===== src/logic/byte_packer_consts.vh =====
`ifndef BYTE_PACKER_CONSTS_VH
`define BYTE_PACKER_CONSTS_VH
////////////////////////////////////////////////////////////////////////////////
`define OFS_CTRL 8'h00
`define OFS_STATUS 8'h04
`define OFS_SENSE0 8'h08
`define OFS_IRQ_STAT 8'h0c
`define OFS_IRQ_MASK 8'h10
////////////////////////////////////////////////////////////////////////////////
`define CTRL_TRK7_BIT 0
`define CTRL_CONV_BIT 1
`define CTRL_OP_LSB 2
`define CTRL_OP_MSB 3
`define OP_IDLE 2'h0
`define OP_WRITE 2'h1
`define OP_READ_FWD 2'h2
`define OP_READ_BWD 2'h3
`define STAT_BUSY_BIT 0
`define STAT_UNIT_CHK_BIT 1
`define STAT_CONV_ACT_BIT 2
`define SENSE0_CONV_CHK_BIT 7
`define IRQ_DONE_BIT 0
`define IRQ_CHK_BIT 1
`define IRQ_RESET 2'h0
`define CTRL_TRK7_RESET 1'h0
`define CTRL_CONV_RESET 1'h0
`endif


===== src/logic/tail_checker.v =====
`timescale 1ns/1ps
`default_nettype none
module tail_checker (
  input wire [1:0] rem,
  input wire [5:0] final_char,
  output reg bad
);
  // rem is the character count of the block modulo four
  always @* begin
    case (rem)
      2'h1: bad = 1'b1;
      2'h2: bad = |final_char[3:0];
      2'h3: bad = |final_char[1:0];
      default: bad = 1'b0;
    endcase
  end
endmodule // tail_checker
`default_nettype wire


===== src/logic/seven_track_byte_packer.v =====
// Design decisions made here: the APB register port and the placing of the registers.
`timescale 1ns/1ps
`default_nettype none
`include "byte_packer_consts.vh"
module seven_track_byte_packer (
  input wire CLK_SYS,
  input wire SRST,
  input wire PSEL,
  input wire PENABLE,
  input wire PWRITE,
  input wire [7:0] PADDR,
  input wire [31:0] PWDATA,
  output wire [31:0] PRDATA,
  output wire PREADY,
  output wire PSLVERR,
  input wire BYTE_IN_VALID,
  output wire BYTE_IN_READY,
  input wire [7:0] BYTE_IN_DATA,
  input wire BYTE_IN_LAST,
  output wire CHAR_OUT_VALID,
  input wire CHAR_OUT_READY,
  output wire [5:0] CHAR_OUT_DATA,
  output wire CHAR_OUT_LAST,
  input wire CHAR_IN_VALID,
  output wire CHAR_IN_READY,
  input wire [5:0] CHAR_IN_DATA,
  input wire CHAR_IN_LAST,
  output wire BYTE_OUT_VALID,
  input wire BYTE_OUT_READY,
  output wire [7:0] BYTE_OUT_DATA,
  output wire BYTE_OUT_LAST,
  output wire IRQ
);

  ////////////////////////////////////////////////////////////////////////////////
  // states, one-hot
  localparam [2:0] S_IDLE = 3'h1;
  localparam [2:0] S_FILL = 3'h2;
  localparam [2:0] S_EMIT = 3'h4;

  ////////////////////////////////////////////////////////////////////////////////
  // functions

  // left-justify the valid low bits of the group
  function [23:0] justify;
    input [23:0] acc;
    input [2:0] n;
    input wr;
    reg [4:0] nbits;
    begin
      nbits = wr ? {n[1:0], 3'h0} : ({2'h0, n} << 2) + ({2'h0, n} << 1);
      justify = acc << (5'd24 - nbits);
    end
  endfunction

  // number of output units for a group of n input units
  function [2:0] out_units;
    input [2:0] n;
    input wr;
    input conv;
    begin
      if (!conv) begin
        out_units = 3'h1;
      end else if (wr) begin
        out_units = n + 3'h1;
      end else begin
        case (n)
          3'h4: out_units = 3'h3;
          3'h3: out_units = 3'h2;
          3'h2: out_units = 3'h1;
          default: out_units = 3'h0;
        endcase
      end
    end
  endfunction

  // one aligned word per register offset
  function reg_hit;
    input [7:0] addr;
    input [7:0] ofs;
    begin
      reg_hit = (addr == ofs);
    end
  endfunction

  // drop the unit just handed over, the next one moves to the top
  function [23:0] shift_word;
    input [23:0] w;
    input wr;
    begin
      shift_word = wr ? {w[17:0], 6'h0} : {w[15:0], 8'h0};
    end
  endfunction

  ////////////////////////////////////////////////////////////////////////////////
  // registers
  reg trk7_r;
  reg conv_en_r;
  reg [1:0] op_r;
  reg [2:0] state_r;
  reg [23:0] acc_r;
  reg [2:0] cnt_r;
  reg [23:0] word_r;
  reg [2:0] left_r;
  reg last_r;
  reg conv_chk_r;
  reg unit_chk_r;
  reg [1:0] irq_stat_r;
  reg [1:0] irq_mask_r;
  reg [31:0] prdata_r;

  ////////////////////////////////////////////////////////////////////////////////
  // operation decode
  wire is_wr;
  wire is_rd;
  wire conv_on;
  assign is_wr = (op_r == `OP_WRITE);
  assign is_rd = (op_r == `OP_READ_FWD) || (op_r == `OP_READ_BWD);
  // read-backward never converts, yet the enable bit stays untouched
  assign conv_on = trk7_r & conv_en_r &
    ((op_r == `OP_WRITE) || (op_r == `OP_READ_FWD));

  ////////////////////////////////////////////////////////////////////////////////
  // input side
  wire in_ready;
  wire in_valid;
  wire in_last;
  wire take;
  wire [23:0] acc_nxt;
  wire [2:0] cnt_inc;
  wire grp_full;
  wire [2:0] n_out;
  wire [23:0] word_nxt;

  assign in_ready = state_r[1] & (is_wr | is_rd);
  assign BYTE_IN_READY = in_ready & is_wr;
  assign CHAR_IN_READY = in_ready & is_rd;
  assign in_valid = is_wr ? BYTE_IN_VALID : CHAR_IN_VALID;
  assign in_last = is_wr ? BYTE_IN_LAST : CHAR_IN_LAST;
  assign take = in_ready & in_valid;

  // msb first: older units sit higher in the group word
  assign acc_nxt = is_wr ? {acc_r[15:0], BYTE_IN_DATA} : {acc_r[17:0], CHAR_IN_DATA};
  assign cnt_inc = cnt_r + 3'h1;
  assign grp_full = !conv_on || (is_wr ? (cnt_inc == 3'h3) : (cnt_inc == 3'h4));
  assign n_out = out_units(cnt_inc, is_wr, conv_on);

  // zero fill below the justified bits yields the padding zeros
  assign word_nxt = !conv_on ?
    (is_wr ? {acc_nxt[5:0], 18'h0} : {2'h0, acc_nxt[5:0], 16'h0}) :
    justify(acc_nxt, cnt_inc, is_wr);

  ////////////////////////////////////////////////////////////////////////////////
  // read tail check
  wire tail_bad;
  wire chk_hit;

  tail_checker u_tail (
    .rem(cnt_inc[1:0]),
    .final_char(CHAR_IN_DATA),
    .bad(tail_bad)
  );

  // only a converting forward read on 7-track can flag
  assign chk_hit = take & CHAR_IN_LAST & (op_r == `OP_READ_FWD) &
    conv_on & tail_bad;

  ////////////////////////////////////////////////////////////////////////////////
  // output side
  wire out_valid;
  wire out_ready;
  wire give;
  wire out_last;

  assign out_valid = state_r[2];
  assign CHAR_OUT_VALID = out_valid & is_wr;
  assign BYTE_OUT_VALID = out_valid & is_rd;
  assign out_ready = is_wr ? CHAR_OUT_READY : BYTE_OUT_READY;
  assign give = out_valid & out_ready;
  assign out_last = last_r & (left_r == 3'h1);
  assign CHAR_OUT_DATA = word_r[23:18];
  assign BYTE_OUT_DATA = word_r[23:16];
  assign CHAR_OUT_LAST = out_last & is_wr;
  assign BYTE_OUT_LAST = out_last & is_rd;

  ////////////////////////////////////////////////////////////////////////////////
  // apb decode
  wire setup;
  wire access;
  wire wr_en;
  wire mapped;
  wire wr_ctrl;
  wire wr_stat;
  wire wr_mask;
  reg [31:0] rd_val;

  assign setup = PSEL & ~PENABLE;
  assign access = PSEL & PENABLE;
  assign wr_en = access & PWRITE;
  assign mapped = reg_hit(PADDR, `OFS_CTRL) || reg_hit(PADDR, `OFS_STATUS) ||
    reg_hit(PADDR, `OFS_SENSE0) || reg_hit(PADDR, `OFS_IRQ_STAT) ||
    reg_hit(PADDR, `OFS_IRQ_MASK);
  assign wr_ctrl = wr_en && reg_hit(PADDR, `OFS_CTRL);
  assign wr_stat = wr_en && reg_hit(PADDR, `OFS_IRQ_STAT);
  assign wr_mask = wr_en && reg_hit(PADDR, `OFS_IRQ_MASK);
  assign PREADY = 1'b1;
  assign PSLVERR = access & ~mapped;
  assign PRDATA = prdata_r;

  always @* begin
    case (PADDR)
      `OFS_CTRL: rd_val = {28'h0, op_r, conv_en_r, trk7_r};
      `OFS_STATUS: rd_val = {29'h0, conv_on, unit_chk_r, ~state_r[0]};
      `OFS_SENSE0: rd_val = {24'h0, conv_chk_r, 7'h0};
      `OFS_IRQ_STAT: rd_val = {30'h0, irq_stat_r};
      `OFS_IRQ_MASK: rd_val = {30'h0, irq_mask_r};
      default: rd_val = 32'h0;
    endcase
  end

  // a new op may only be started from idle
  wire start_op;
  assign start_op = wr_ctrl && state_r[0] && (op_r == `OP_IDLE) &&
    (PWDATA[`CTRL_OP_MSB:`CTRL_OP_LSB] != `OP_IDLE);

  ////////////////////////////////////////////////////////////////////////////////
  // datapath state machine
  reg [2:0] state_nxt;
  reg [1:0] op_nxt;
  reg done_ev;

  always @* begin
    state_nxt = state_r;
    op_nxt = op_r;
    done_ev = 1'b0;
    case (state_r)
      S_IDLE: begin
        if (start_op) begin
          op_nxt = PWDATA[`CTRL_OP_MSB:`CTRL_OP_LSB];
          state_nxt = S_FILL;
        end
      end
      S_FILL: begin
        if (take && (grp_full || in_last)) begin
          if (n_out == 3'h0) begin
            // a lone trailing character gives no byte
            state_nxt = S_IDLE;
            op_nxt = `OP_IDLE;
            done_ev = 1'b1;
          end else begin
            state_nxt = S_EMIT;
          end
        end
      end
      S_EMIT: begin
        if (give && (left_r == 3'h1)) begin
          if (last_r) begin
            state_nxt = S_IDLE;
            op_nxt = `OP_IDLE;
            done_ev = 1'b1;
          end else begin
            state_nxt = S_FILL;
          end
        end
      end
      default: begin
        state_nxt = S_IDLE;
        op_nxt = `OP_IDLE;
      end
    endcase
  end

  always @(posedge CLK_SYS) begin
    if (SRST) begin
      state_r <= S_IDLE;
      op_r <= `OP_IDLE;
      acc_r <= 24'h0;
      cnt_r <= 3'h0;
      word_r <= 24'h0;
      left_r <= 3'h0;
      last_r <= 1'b0;
    end else begin
      state_r <= state_nxt;
      op_r <= op_nxt;
      if (start_op) begin
        acc_r <= 24'h0;
        cnt_r <= 3'h0;
      end else if (take) begin
        if (grp_full || in_last) begin
          acc_r <= 24'h0;
          cnt_r <= 3'h0;
          word_r <= word_nxt;
          left_r <= n_out;
          last_r <= in_last;
        end else begin
          acc_r <= acc_nxt;
          cnt_r <= cnt_inc;
        end
      end else if (give) begin
        word_r <= shift_word(word_r, is_wr);
        left_r <= left_r - 3'h1;
      end
    end
  end

  ////////////////////////////////////////////////////////////////////////////////
  // control, sense and interrupt registers
  wire [1:0] irq_ev;
  wire [1:0] irq_clr;
  assign irq_ev = {chk_hit, done_ev};
  assign irq_clr = wr_stat ? PWDATA[1:0] : 2'h0;

  always @(posedge CLK_SYS) begin
    if (SRST) begin
      trk7_r <= `CTRL_TRK7_RESET;
      conv_en_r <= `CTRL_CONV_RESET;
      conv_chk_r <= 1'b0;
      unit_chk_r <= 1'b0;
      irq_stat_r <= `IRQ_RESET;
      irq_mask_r <= `IRQ_RESET;
      prdata_r <= 32'h0;
    end else begin
      // mode bits are frozen while a block is moving
      if (wr_ctrl && state_r[0]) begin
        trk7_r <= PWDATA[`CTRL_TRK7_BIT];
        conv_en_r <= PWDATA[`CTRL_CONV_BIT];
      end
      if (chk_hit) begin
        conv_chk_r <= 1'b1;
        unit_chk_r <= 1'b1;
      end else if (start_op) begin
        conv_chk_r <= 1'b0;
        unit_chk_r <= 1'b0;
      end
      // set beats a same-cycle clear
      irq_stat_r <= (irq_stat_r & ~irq_clr) | irq_ev;
      if (wr_mask) begin
        irq_mask_r <= PWDATA[1:0];
      end
      if (setup && !PWRITE) begin
        prdata_r <= rd_val;
      end
    end
  end

  assign IRQ = |(irq_stat_r & irq_mask_r);

endmodule // seven_track_byte_packer
`default_nettype wire


===== config.mk =====
export PLATFORM = sky130hd
export DESIGN_NAME = seven_track_byte_packer
export DESIGN_NICKNAME = d
export VERILOG_FILES = /design/src/logic/tail_checker.v /design/src/logic/seven_track_byte_packer.v
export VERILOG_INCLUDE_DIRS = /design/src /design/src/logic
export SDC_FILE = /design/constraint.sdc
export NUM_CORES = 1
export LEC_CHECK = 0
export BUFFER_PORTS_ARGS = -buffer_cell sky130_fd_sc_hd__buf_2
export CORE_MARGIN = 2
export CORE_UTILIZATION = 25
export DETAILED_ROUTE_END_ITERATION = 10
export SETUP_SLACK_MARGIN = 0.3
export SYNTH_ARGS = -nofsm -noshare
export SYNTH_HDL_FRONTEND = slang
export SYNTH_SLANG_ARGS = --single-unit

===== constraint.sdc =====
create_clock -name CLK_SYS -period 7.1 [get_ports CLK_SYS]
set_input_delay 1.42 -clock CLK_SYS [delete_from_list [all_inputs] [get_ports CLK_SYS]]
set_output_delay 1.42 -clock CLK_SYS [all_outputs]
set_load 0.01 [all_outputs]

# --- After elaboration in Yosys (flattened, before gate mapping) ---
# Index checks and enable logic that the tools add are counted.
# Widths: inputs -> output; s select.
word_totals:
  ff_bits: 93
  inputBits: 65
  output_inout_bits: 55
  wordCells: 146
classes:
  add_sub_neg: 5
  eq_ne: 23
  shifts: 1
  mux: 42
  bitwise: 29
  reduce_logical: 33
op_table:
  columns: ["cell", "n"]
  rows:
  - ["$mux 24", 7]
  - ["$pmux 8 s5", 1]
  - ["$mux 3", 10]
  - ["$shl 24x5->24", 1]
  - ["$and 1x1->1", 20]
  - ["$mux 18", 1]
  - ["$eq 8x4->1 const B", 2]
  - ["$mux 2", 7]
  - ["$pmux 2 s3", 2]
  - ["$mux 1", 10]
  - ["$ne 2x2->1 const B", 5]
  - ["$eq 3x2->1 const B", 3]
  - ["$logic_and 1x1->1", 9]
  - ["$pmux 3 s3", 1]
  - ["$reduce_and 3->1", 3]
  - ["$eq 2x2->1 const B", 4]
  - ["$eq 8x3->1 const B", 1]
  - ["$eq 8x5->1 const B", 1]
  - ["$logic_not 8->1", 1]
  - ["$logic_or 1x1->1", 8]
  - ["$add 3x1->3 const B", 2]
  - ["$eq 3x1->1 const B", 2]
  - ["$eq 3x3->1 const B", 2]
  - ["$reduce_bool 2->1", 3]
  - ["19 further kinds", 27]

# --- Longest topological paths before layout ---
# Gate-level depths: netlist (run 1).
depth:
  ltp_word: 10
  depth_mapped: 16
  depth_no_buf: 10

# --- Modules after synthesis ---
# Synthesis (run 1) repeated with hierarchy kept, for this count alone.
unflattened:
  cells_unflattened: 668
  hier_area_um2: 5056.1
by_module_without_submodules:
  columns: ["mod", "instances", "cells_per_inst", "area_per_inst_um2", "seq_area_each_um2"]
  rows:
  - ["seven_track_byte_packer", 1, 664, 5034.8, 1321.3]
  - ["tail_checker", 1, 4, 21.3, 0.0]

# --- Worst setup path before layout (run 1) ---
# Ideal clock, no wire load.
synth_timing:
  path_type: "input to output"
  startpoint: "in PADDR[7]"
  endpoint: "out PSLVERR"
  arrival_ps: 2402
  t_required_ps: 5680
  path_slack_ps: 3278
  path_stages: 4
  n_path_buf: 0
  cell_sequence: "or4_1 > nor2_1 > nand2_1 > and3_1"
synth_via:
  elab_chain_cells: 7
  elab_cells_between_ends: 11
  cone_classes: "eq/ne: 4; bitwise: 2; reduce/logical: 5"
synth_rtl:
  columns: ["element", "line_no", "rtl"]
  rows:
  - ["start, declared", "seven_track_byte_packer.v:11", "input wire [7:0] PADDR,"]
  - ["$eq 8x3->1 or $logic_not 8->1 (tied branches)", "seven_track_byte_packer.v:82", "reg_hit = (addr == ofs);"]
  - ["$logic_or 1x1->1 (3 in a row)", "seven_track_byte_packer.v:200", "assign mapped = reg_hit(PADDR, `OFS_CTRL) || reg_hit(PADDR, `OFS_STATUS) ||"]
  - ["$logic_or 1x1->1 *", "seven_track_byte_packer.v:200", null]
  - ["$not 1->1 *", "seven_track_byte_packer.v:207", "assign PSLVERR = access & ~mapped;"]
  - ["$and 1x1->1 *", "seven_track_byte_packer.v:207", null]
  - ["end, declared", "seven_track_byte_packer.v:15", "output wire PSLVERR,"]
# Mark *: on every way between the ends. The rest lies on a longest branch, timed or not.

# --- Worst setup path in the final report (run 1) ---
layout_timing:
  startpoint: "reg op_r[1]"
  endpoint: "reg word_r[17]"
layout_via:
  elab_chain_cells: 8
  elab_cells_between_ends: 34
  cone_classes: "add/sub: 1; eq/ne: 4; shift: 1; mux: 12; bitwise: 6; reduce/logical: 10"
layout_rtl:
  columns: ["element", "line_no", "rtl"]
  rows:
  - ["start, declared", "seven_track_byte_packer.v:99", "reg [1:0] op_r;"]
  - ["start signal, assigned", "seven_track_byte_packer.v:276", "op_r <= `OP_IDLE;"]
  - ["start signal, assigned", "seven_track_byte_packer.v:284", "op_r <= op_nxt;"]
  - ["parallel branches: the longest is 8 deep, another holds $sub 5x5->5", null, null]
  - ["end signal, assigned", "seven_track_byte_packer.v:292", "word_r <= word_nxt;"]
  - ["end signal, assigned", "seven_track_byte_packer.v:300", "word_r <= shift_word(word_r, is_wr);"]
  - ["end, declared", "seven_track_byte_packer.v:103", "reg [23:0] word_r;"]
# Several ways; the timed one is not identified. The select of a mux whose other input is x is not followed.
# A chain may end at the register's enable or synchronous reset.

==> results of run 1 <==
-- routing by layer --
layer / up-vias / part of all wire (%)
met5: - / 0
met4: 0 / 1.7
met3: 24 / 5.3
met2: 156 / 45
met1: 2223 / 48
li1: 2336 / -
-- power breakdown --
part / total [uW] / internal (uW) / leakage [uW] / switching [uW]
Clock: 450 / 271 / 0.000142 / 179
Combinational: 126 / 41.6 / 0.00144 / 84.5
Sequential: 375 / 372 / 0.000531 / 2.86
-- state kept, by name, indices dropped and copies added, names as in the netlist --
signal and count:
PRDATA 5, acc_r 18, cnt_r 3, conv_en_r 1, irq_mask_r 2, irq_stat_r 2
last_r 1, left_r 3, op_r 2, state_r 3, trk7_r 1, unit_chk_r 1
word_r 24
-- per-stage QoR --
step	total power [uW]	hold slack, ns	worst slack (ns)	utilization [%]
final	951	0.454	2.49	28.2
after global routing	997	0.478	2.07	28.2
after CTS	961	0.456	2.46	28.2
after detailed placement	509	0.450	2.22	26.7
after global placement	508	0.440	2.24	26.7
after floorplan	484	0.432	3.28	-
-- cells in the mapped netlist (all sizes together) (7+ instances only) --
cell    number  area (um^2)
and3         8         50.1
and2         9         56.3
buf         61          434
nand3       22          110
mux2        17          191
ha          14          175
o211ai       7         52.6
nand2b       8         50.1
nor2        75          282
nor2b       16          100
nand4        9         56.3
mux2i       50          504
o41ai        7         68.8
inv         15         56.3
a22oi       10         75.1
a211oi       9         67.6
o21ai       28          140
clkbuf      25         93.8
nand2       41          154
dfxtp       66         1320
nor3        11         60.1
a21oi       66          330
-- worst paths after layout --
check	from	to	cells after the start
setup / recovery	op_r[1]$_SDFFE_PP0P_	word_r[17]$_SDFFE_PP0P_	7
hold / removal	PRDATA[7]$_SDFFE_PP0P_	PRDATA[7]$_SDFFE_PP0P_	2
setup reg to reg	op_r[1]$_SDFFE_PP0P_	word_r[17]$_SDFFE_PP0P_	7
hold reg to reg	PRDATA[7]$_SDFFE_PP0P_	PRDATA[7]$_SDFFE_PP0P_	2
-- kinds of logic after synthesis --
kind of cell               count (synthesis)  synth area share (%)
AOI/OAI and AO/OA                        175                  22.1
and+or+nand+nor                          221                  21.1
buffers and inverters                    102                  11.5
muxes                                     70                  14.9
other                                      2                 0.147
adders and majority gates                 14                  3.43
DFF                                       66                  25.9
xor gates and xnor gates                   4                 0.833
-- layout make-up --
type,instances,area share [%]
well taps,270,5.94
multi-input cells,512,58.1
inverters,16,1.06
flip-flops and latches,66,23.2
clock inverters,7,1.21
repair buffers,70,6.47
clock buffers,9,3.96
-- critical path: stages (launching register included) --
cell and delay (ns):
dfxtp_1 0.36, inv_1 0.10, ha_2 0.71, mux2i_1 0.36
or2_2 0.60, or2_1 0.69, nand3_1 1.00, o41ai_1 0.65
==> results by group, run 1 <==
Synthesis
  – Top FF cell, synth: dfxtp_1
  – Mapped Avg Cell Area: 7.81 um^2
  – Synthesis Warnings: 0
  – Cell variety after synth: 69
  – Sequential cell area fraction in the yosys report: 25.9%
  – Asr flop ratio synth: 0%
  – Cell area after synthesis: 0.00511 mm^2
  – Synthesized flop and latch total: 66
  – Post-Synthesis Cells: 654
  – Post-synth EDFFs: 0

STA
  – Fin. max-slew vios: 0
  – Worst-Margin Slew: 1.16 ns
  – Minimum clock period: 4.61 ns
  – Worst Skew: 0.00750 ns
  – Final Hold Violating Endpoints: 0
  – Setup TNS: 0 ns
  – Rel. slew slack: 22.6%
  – Period utilisation layout: 65.0%
  – RSZ-0062 raised after global routing: no
  – Endpoints failing setup: 0
  – Highest clock rate: 217 MHz

Worst setup path
  – R2r setup slk: 2.49 ns
  – CP Class: flip-flop to flip-flop
  – Startpoint types: flip-flop
  – CP arrival: 4.84 ns
  – CP Capture Type: flip-flop
  – Max Fanout on Critical Path: 34
  – WP data required: 7.32 ns

Pwr
  – Pwr dens: 167 mW/mm^2
  – Peak supply drop: 0.118 mV
  – Leakage power: 0.00211 uW

Placement
  – Inst Count DP: 934
  – Detail Placement HPWL: 10400 um
  – PortBufs: 63
  – DP Area: 0.00539 mm^2
  – Placer Congestion: 0.903

Global route
  – Initial antenna violation count: 0
  – Global Route met2 Usage: 21.5%
  – Grt met1 use: 18.7%
  – Pin count of the biggest net entering global routing: 43
  – Tot GR Track Use: 13.5%
  – Number of global-route vias before repair: 4375
  – First-pass GRT wire length: 23500 um
  – Grt ovf: 0
  – Met3 Usage GRT: 2.48%
  – GRT Max-Usage Layer: met2

Drt
  – DRT Wirelength: 14400 um
  – Detailed-route via count: 4739
  – Wirelength per Cell: 15.1 um
  – Final ANT Viol Nets: 0
  – Drt pass-1 iters: 4
  – 1st-iter DRT viols: 315
  – DRC Markers: 0
  – Number of vias per cell: 4.99

Floorplan
  – Rows: 52
  – Die area: 0.0216 mm^2
  – Starting density of the core: 25.3%
  – Area of the core: 0.0202 mm^2
  – Die W: 147 um
  – I/O pins: 120
  – Chip height: 147 um

Cells and area
  – Fillers: 2236
  – # diodes: 0
  – Post-Layout Cell Count: 950
  – Layout cell share with drive strength beyond 1: 17.2%
  – Commonest non-fill, non-tap cell in the layout: nor2_1
  – Area grow syn2layout: 11.3%
  – Highest-count cells in the layout ignoring fill and taps: nor2_1, dfxtp_1, a21oi_1
  – Final nets: 754
  – Multi-input combinational cell area: 0.00330 mm^2
  – Design area: 0.00569 mm^2
  – FF+latch area: 0.00132 mm^2

Clock tree
  – Post-CTS Setup Bufs: 0
  – Clock slew at reported path FFs: 0.06 ns
  – Clock root buffer: clkbuf_16
  – Cts hold-fix bufs: 0
  – Max H-tree Level: 3
  – Post_cts resized: 0
  – Clock Tree Buf Depth: 2
  – CTS tree: built
  – Clock Latency Late Sink: 0.35 ns
  – CTS sink count: 66
  – Number of CTS-inserted buffers: 9

Status
  – Outcome: completed

Job
  – Number of max-cap violations: 0

Hold path
  – Hold Crit Class: flip-flop to flip-flop
Power figures use the tool's default switching activity.
==> inputs of run 2 (changes only) <==
--- a/config.mk
+++ b/config.mk
@@ -6,6 +6,7 @@
 export SDC_FILE = /design/constraint.sdc
 export NUM_CORES = 1
 export LEC_CHECK = 0
+export ABC_AREA = 1
 export BUFFER_PORTS_ARGS = -buffer_cell sky130_fd_sc_hd__buf_2
 export CORE_MARGIN = 2
 export CORE_UTILIZATION = 25
==> constraint.sdc (replaced) <==
create_clock -name CLK_SYS -period 3.9 [get_ports CLK_SYS]
set_input_delay 0.78 -clock CLK_SYS [delete_from_list [all_inputs] [get_ports CLK_SYS]]
set_output_delay 0.78 -clock CLK_SYS [all_outputs]
set_load 0.01 [all_outputs]
==> results by group, run 2 <==
Status
  – Outcome: completed

Cells and area
  – Max reg flops: 24 (unchanged)
  – Area grow syn2layout: 10.1%
  – Top reg by flops: word_r
  – Final nets: 947 (+26%)
  – Final core utilization: 28.1% (-0.045 points)
  – Commonest non-fill, non-tap cell in the layout: nand2_1
  – # diodes: 0 (unchanged)
  – Layout cell share with drive strength beyond 1: 13.5% (-3.7 points)
  – Fillers: 2308 (+3.2%)
  – Highest-count cells in the layout ignoring fill and taps: nand2_1, nand3_1, dfxtp_1

Clock tree
  – Clock slew at reported path FFs: 0.05 ns (about the same)
  – Clock Latency Late Sink: 0.34 ns (about the same)
  – Max H-tree Level: 3 (unchanged)
  – CTS tree: built
  – Clock Tree Buf Depth: 2 (unchanged)
  – Clock root buffer: clkbuf_16
  – Number of CTS-inserted buffers: 9 (unchanged)
  – CTS sink count: 66 (unchanged)

Pwr
  – Peak supply drop: 0.188 mV (+59%)
  – Pwr dens: 503 mW/mm^2 (+200%)
  – Leakage power: 0.00256 uW (+21%)
  – Tot Pwr: 2880 uW (+200%)

Worst setup path
  – Top delay family on crit path: buffers and inverters
  – WP data required: 4.11 ns (-3.21 ns)
  – CP max-delay cell: buf_4
  – CP max stage delay: 0.48 ns (-0.52 ns)
  – Startpoint types: flip-flop
  – R2R depth: 13 (+6)
  – Critical Path, Cell by Cell: inv_1, ha_2, buf_4, or2_1, nand2_2, inv_2, or2_1, nand3_2, buf_4, inv_2, o21ai_0, nand2_1, a21oi_1
  – R2r setup slk: 0.73 ns (-1.76 ns)
  – Max Fanout on Critical Path: 50 (+47%)
  – RR Startpoint: op_r[1]$_SDFFE_PP0P_
  – CP arrival: 3.39 ns (-1.45 ns)
  – FF-to-FF End: word_r[4]$_SDFFE_PP0P_
  – Critical path buffers and inverters: 5 (+4)
  – CP Class: flip-flop to flip-flop
  – CP Capture Type: flip-flop

Hold path
  – Worst Hold Launch: PRDATA[2]$_SDFFE_PP0P_
  – Hold endpoint: PRDATA[2]$_SDFFE_PP0P_
  – Hold Crit Class: flip-flop to flip-flop
  – Hold path cells: 2 (unchanged)

Global route
  – Tot GR Track Use: 13.4% (-0.11 points)
  – Grt ovf: 0 (unchanged)
  – Pin count of the biggest net entering global routing: 51 (+19%)
  – First-pass GRT wire length: 23900 um (+1.9%)
  – Number of global-route vias before repair: 4720 (+7.9%)
  – Initial antenna violation count: 0 (unchanged)

Placement
  – Detail Placement HPWL: 10800 um (+3.6%)
  – Placer Congestion: 0.852 (-5.7%)
  – PortBufs: 63 (unchanged)

Floorplan
  – Area of the core: 0.0203 mm^2 (+0.65%)
  – Chip height: 148 um (+0.78%)
  – Die area: 0.0219 mm^2 (+1.6%)
  – Rows: 52 (unchanged)
  – Starting density of the core: 25.6% (+0.24 points)
  – Die W: 148 um (+0.78%)
  – I/O pins: 120 (unchanged)

Drt
  – DRT Wirelength: 14500 um (+1.0%)
  – 1st-iter DRT viols: 493 (+57%)
  – Final ANT Viol Nets: 0 (unchanged)
  – Wirelength per Cell: 12.7 um (-16%)
  – Detailed-route via count: 5291 (+12%)
  – DRC Markers: 0 (unchanged)
  – Drt pass-1 iters: 5 (+1)
  – Number of vias per cell: 4.63 (-7.2%)

Synthesis
  – Synthesized flop and latch total: 66 (unchanged)
  – Synth cell count leaders: nand2_1, nand3_1, dfxtp_1
  – Post-Synthesis Cells: 842 (+29%)
  – Mapped Avg Cell Area: 6.16 um^2 (-21%)
  – Most common cell in the synthesized netlist: nand2_1
  – Synthesis Warnings: 0 (unchanged)
  – Asr flop ratio synth: 0% (unchanged)
  – Dominant cells by area after synthesis: dfxtp_1, nand2_1, nand3_1, buf_4, a21oi_1
  – Synth area leader: dfxtp_1
  – Sequential cell area fraction in the yosys report: 25.5% (-0.41 points)
  – Post-synth EDFFs: 0 (unchanged)
  – Cell area after synthesis: 0.00519 mm^2 (+1.6%)
  – Top FF cell, synth: dfxtp_1
  – Cell variety after synth: 40 (-42%)
  – Synth top area share: 25.5% (-0.41 points)

STA
  – Setup TNS: 0 ns (unchanged)
  – Worst Skew: 0.0106 ns (+0.00307 ns)
  – Minimum clock period: 3.17 ns (-1.44 ns)
  – Worst-Margin Slew: 0.797 ns (-0.361 ns)
  – Highest clock rate: 315 MHz (+45%)
  – Fin. max-slew vios: 0 (unchanged)
  – Endpoints failing setup: 0 (unchanged)
  – Final Hold Violating Endpoints: 0 (unchanged)
  – RSZ-0062 raised after global routing: no
  – Period utilisation layout: 81.4% (+16 points)
  – Rel. slew slack: 46.7% (+24 points)

Job
  – Number of max-cap violations: 0 (unchanged)
==> run 2: cell count changes in the layout (fill, tap and decap cells not counted), moves of 10 or more <==
cell and delta:
a22oi_1 -10, inv_1 +50, mux2_2 -15, mux2i_1 -49, nand2_1 +224, nand3_1 +67
nor2_1 -32, nor2b_1 -16, o211ai_1 +17, o21ai_0 +19
==> run 2: worst register-to-register path, stage by stage (launching register included) <==
cell and delay [ns]:
dfxtp_1 0.35, inv_1 0.10, ha_2 0.23, buf_4 0.48
or2_1 0.21, nand2_2 0.26, inv_2 0.25, or2_1 0.14
nand3_2 0.07, buf_4 0.21, inv_2 0.43, o21ai_0 0.20
nand2_1 0.09, a21oi_1 0.04
==> run 2: stage by stage <==
stage | setup slack (ns) | hold WS, ns | cell area, um^2 | std cells
finish | 0.725 | 0.460 | 5710 | 1143
global route | 0.393 | 0.482 | 5710 | 1143
CTS | 0.506 | 0.462 | 5710 | 1143
detailed placement | 0.530 | 0.453 | 5450 | 1127
global placement | 0.601 | 0.452 | 5450 | 1127
floorplan | 1.10 | 0.436 | 5290 | 868
==> run 2: worst max path at each step <==
stage | from | end | slack [ns] | depth (start not counted)
global placement | op_r[1]$_SDFFE_PP0P_ | word_r[23]$_SDFFE_PP0P_ | 0.60 | 16
CTS | op_r[1]$_SDFFE_PP0P_ | word_r[15]$_SDFFE_PP0P_ | 0.51 | 14
global route | op_r[0]$_SDFFE_PP0P_ | word_r[18]$_SDFFE_PP0P_ | 0.39 | 14
finish | op_r[1]$_SDFFE_PP0P_ | word_r[4]$_SDFFE_PP0P_ | 0.73 | 13
floorplan | op_r[1]$_SDFFE_PP0P_ | word_r[22]$_SDFFE_PP0P_ | 1.10 | 17
detailed placement | op_r[1]$_SDFFE_PP0P_ | word_r[15]$_SDFFE_PP0P_ | 0.53 | 14
==> run 2: cell type report <==
class,instances,area [um^2],area share (%)
clock buffers,11,233,4.07
clock inverters,5,31.3,0.548
inverters,74,280,4.91
multi-input cells,645,3130,54.7
flip-flops and latches,66,1320,23.1
well taps,270,338,5.91
repair buffers,72,383,6.70
==> run 2: power breakdown <==
| group | leakage [uW] | switching [uW] | internal (uW) |
|---|---|---|---|
| Combinational | 0.00190 | 861 | 418 |
| Clock | 0.000129 | 307 | 428 |
| Sequential | 0.000535 | 77.8 | 784 |
| Total | 0.00256 | 1250 | 1630 |
==> run 2: timing repair <==
action | CTS | global route
setup endpoints to repair | 0 | 6
endpoints found under the hold margin | 0 | 0
resized for setup | 0 | 1
hold buffers | 0 | 0
buffers inserted | 0 | 0
==> run 2: cells by family (layout without fill, tap and decap cells) <==
kind of cell / Yosys count / in the layout / share of synthesized area (%)
AO/OA/AOI/OAI: 159 / 159 / 17.3
XOR/XNOR: 1 / 1 / 0.169
adder cells (fa/ha/maj): 14 / 14 / 3.38
buffers and inverters: 157 / 162 / 16.3
flip-flops: 66 / 66 / 25.5
other: 2 / 28 / 0.145
AND/OR/NAND/NOR: 443 / 443 / 37.3
==> run 2: routing by layer <==
layer | vias to the layer above | global-route usage, % | wire length (um)
met2 | 181 | 20.1 | 6090
met4 | 0 | 3.19 | 136
met1 | 2337 | 19.8 | 7320
met3 | 12 | 2.61 | 957
met5 | - | 0 | 0
li1 | 2761 | - | -
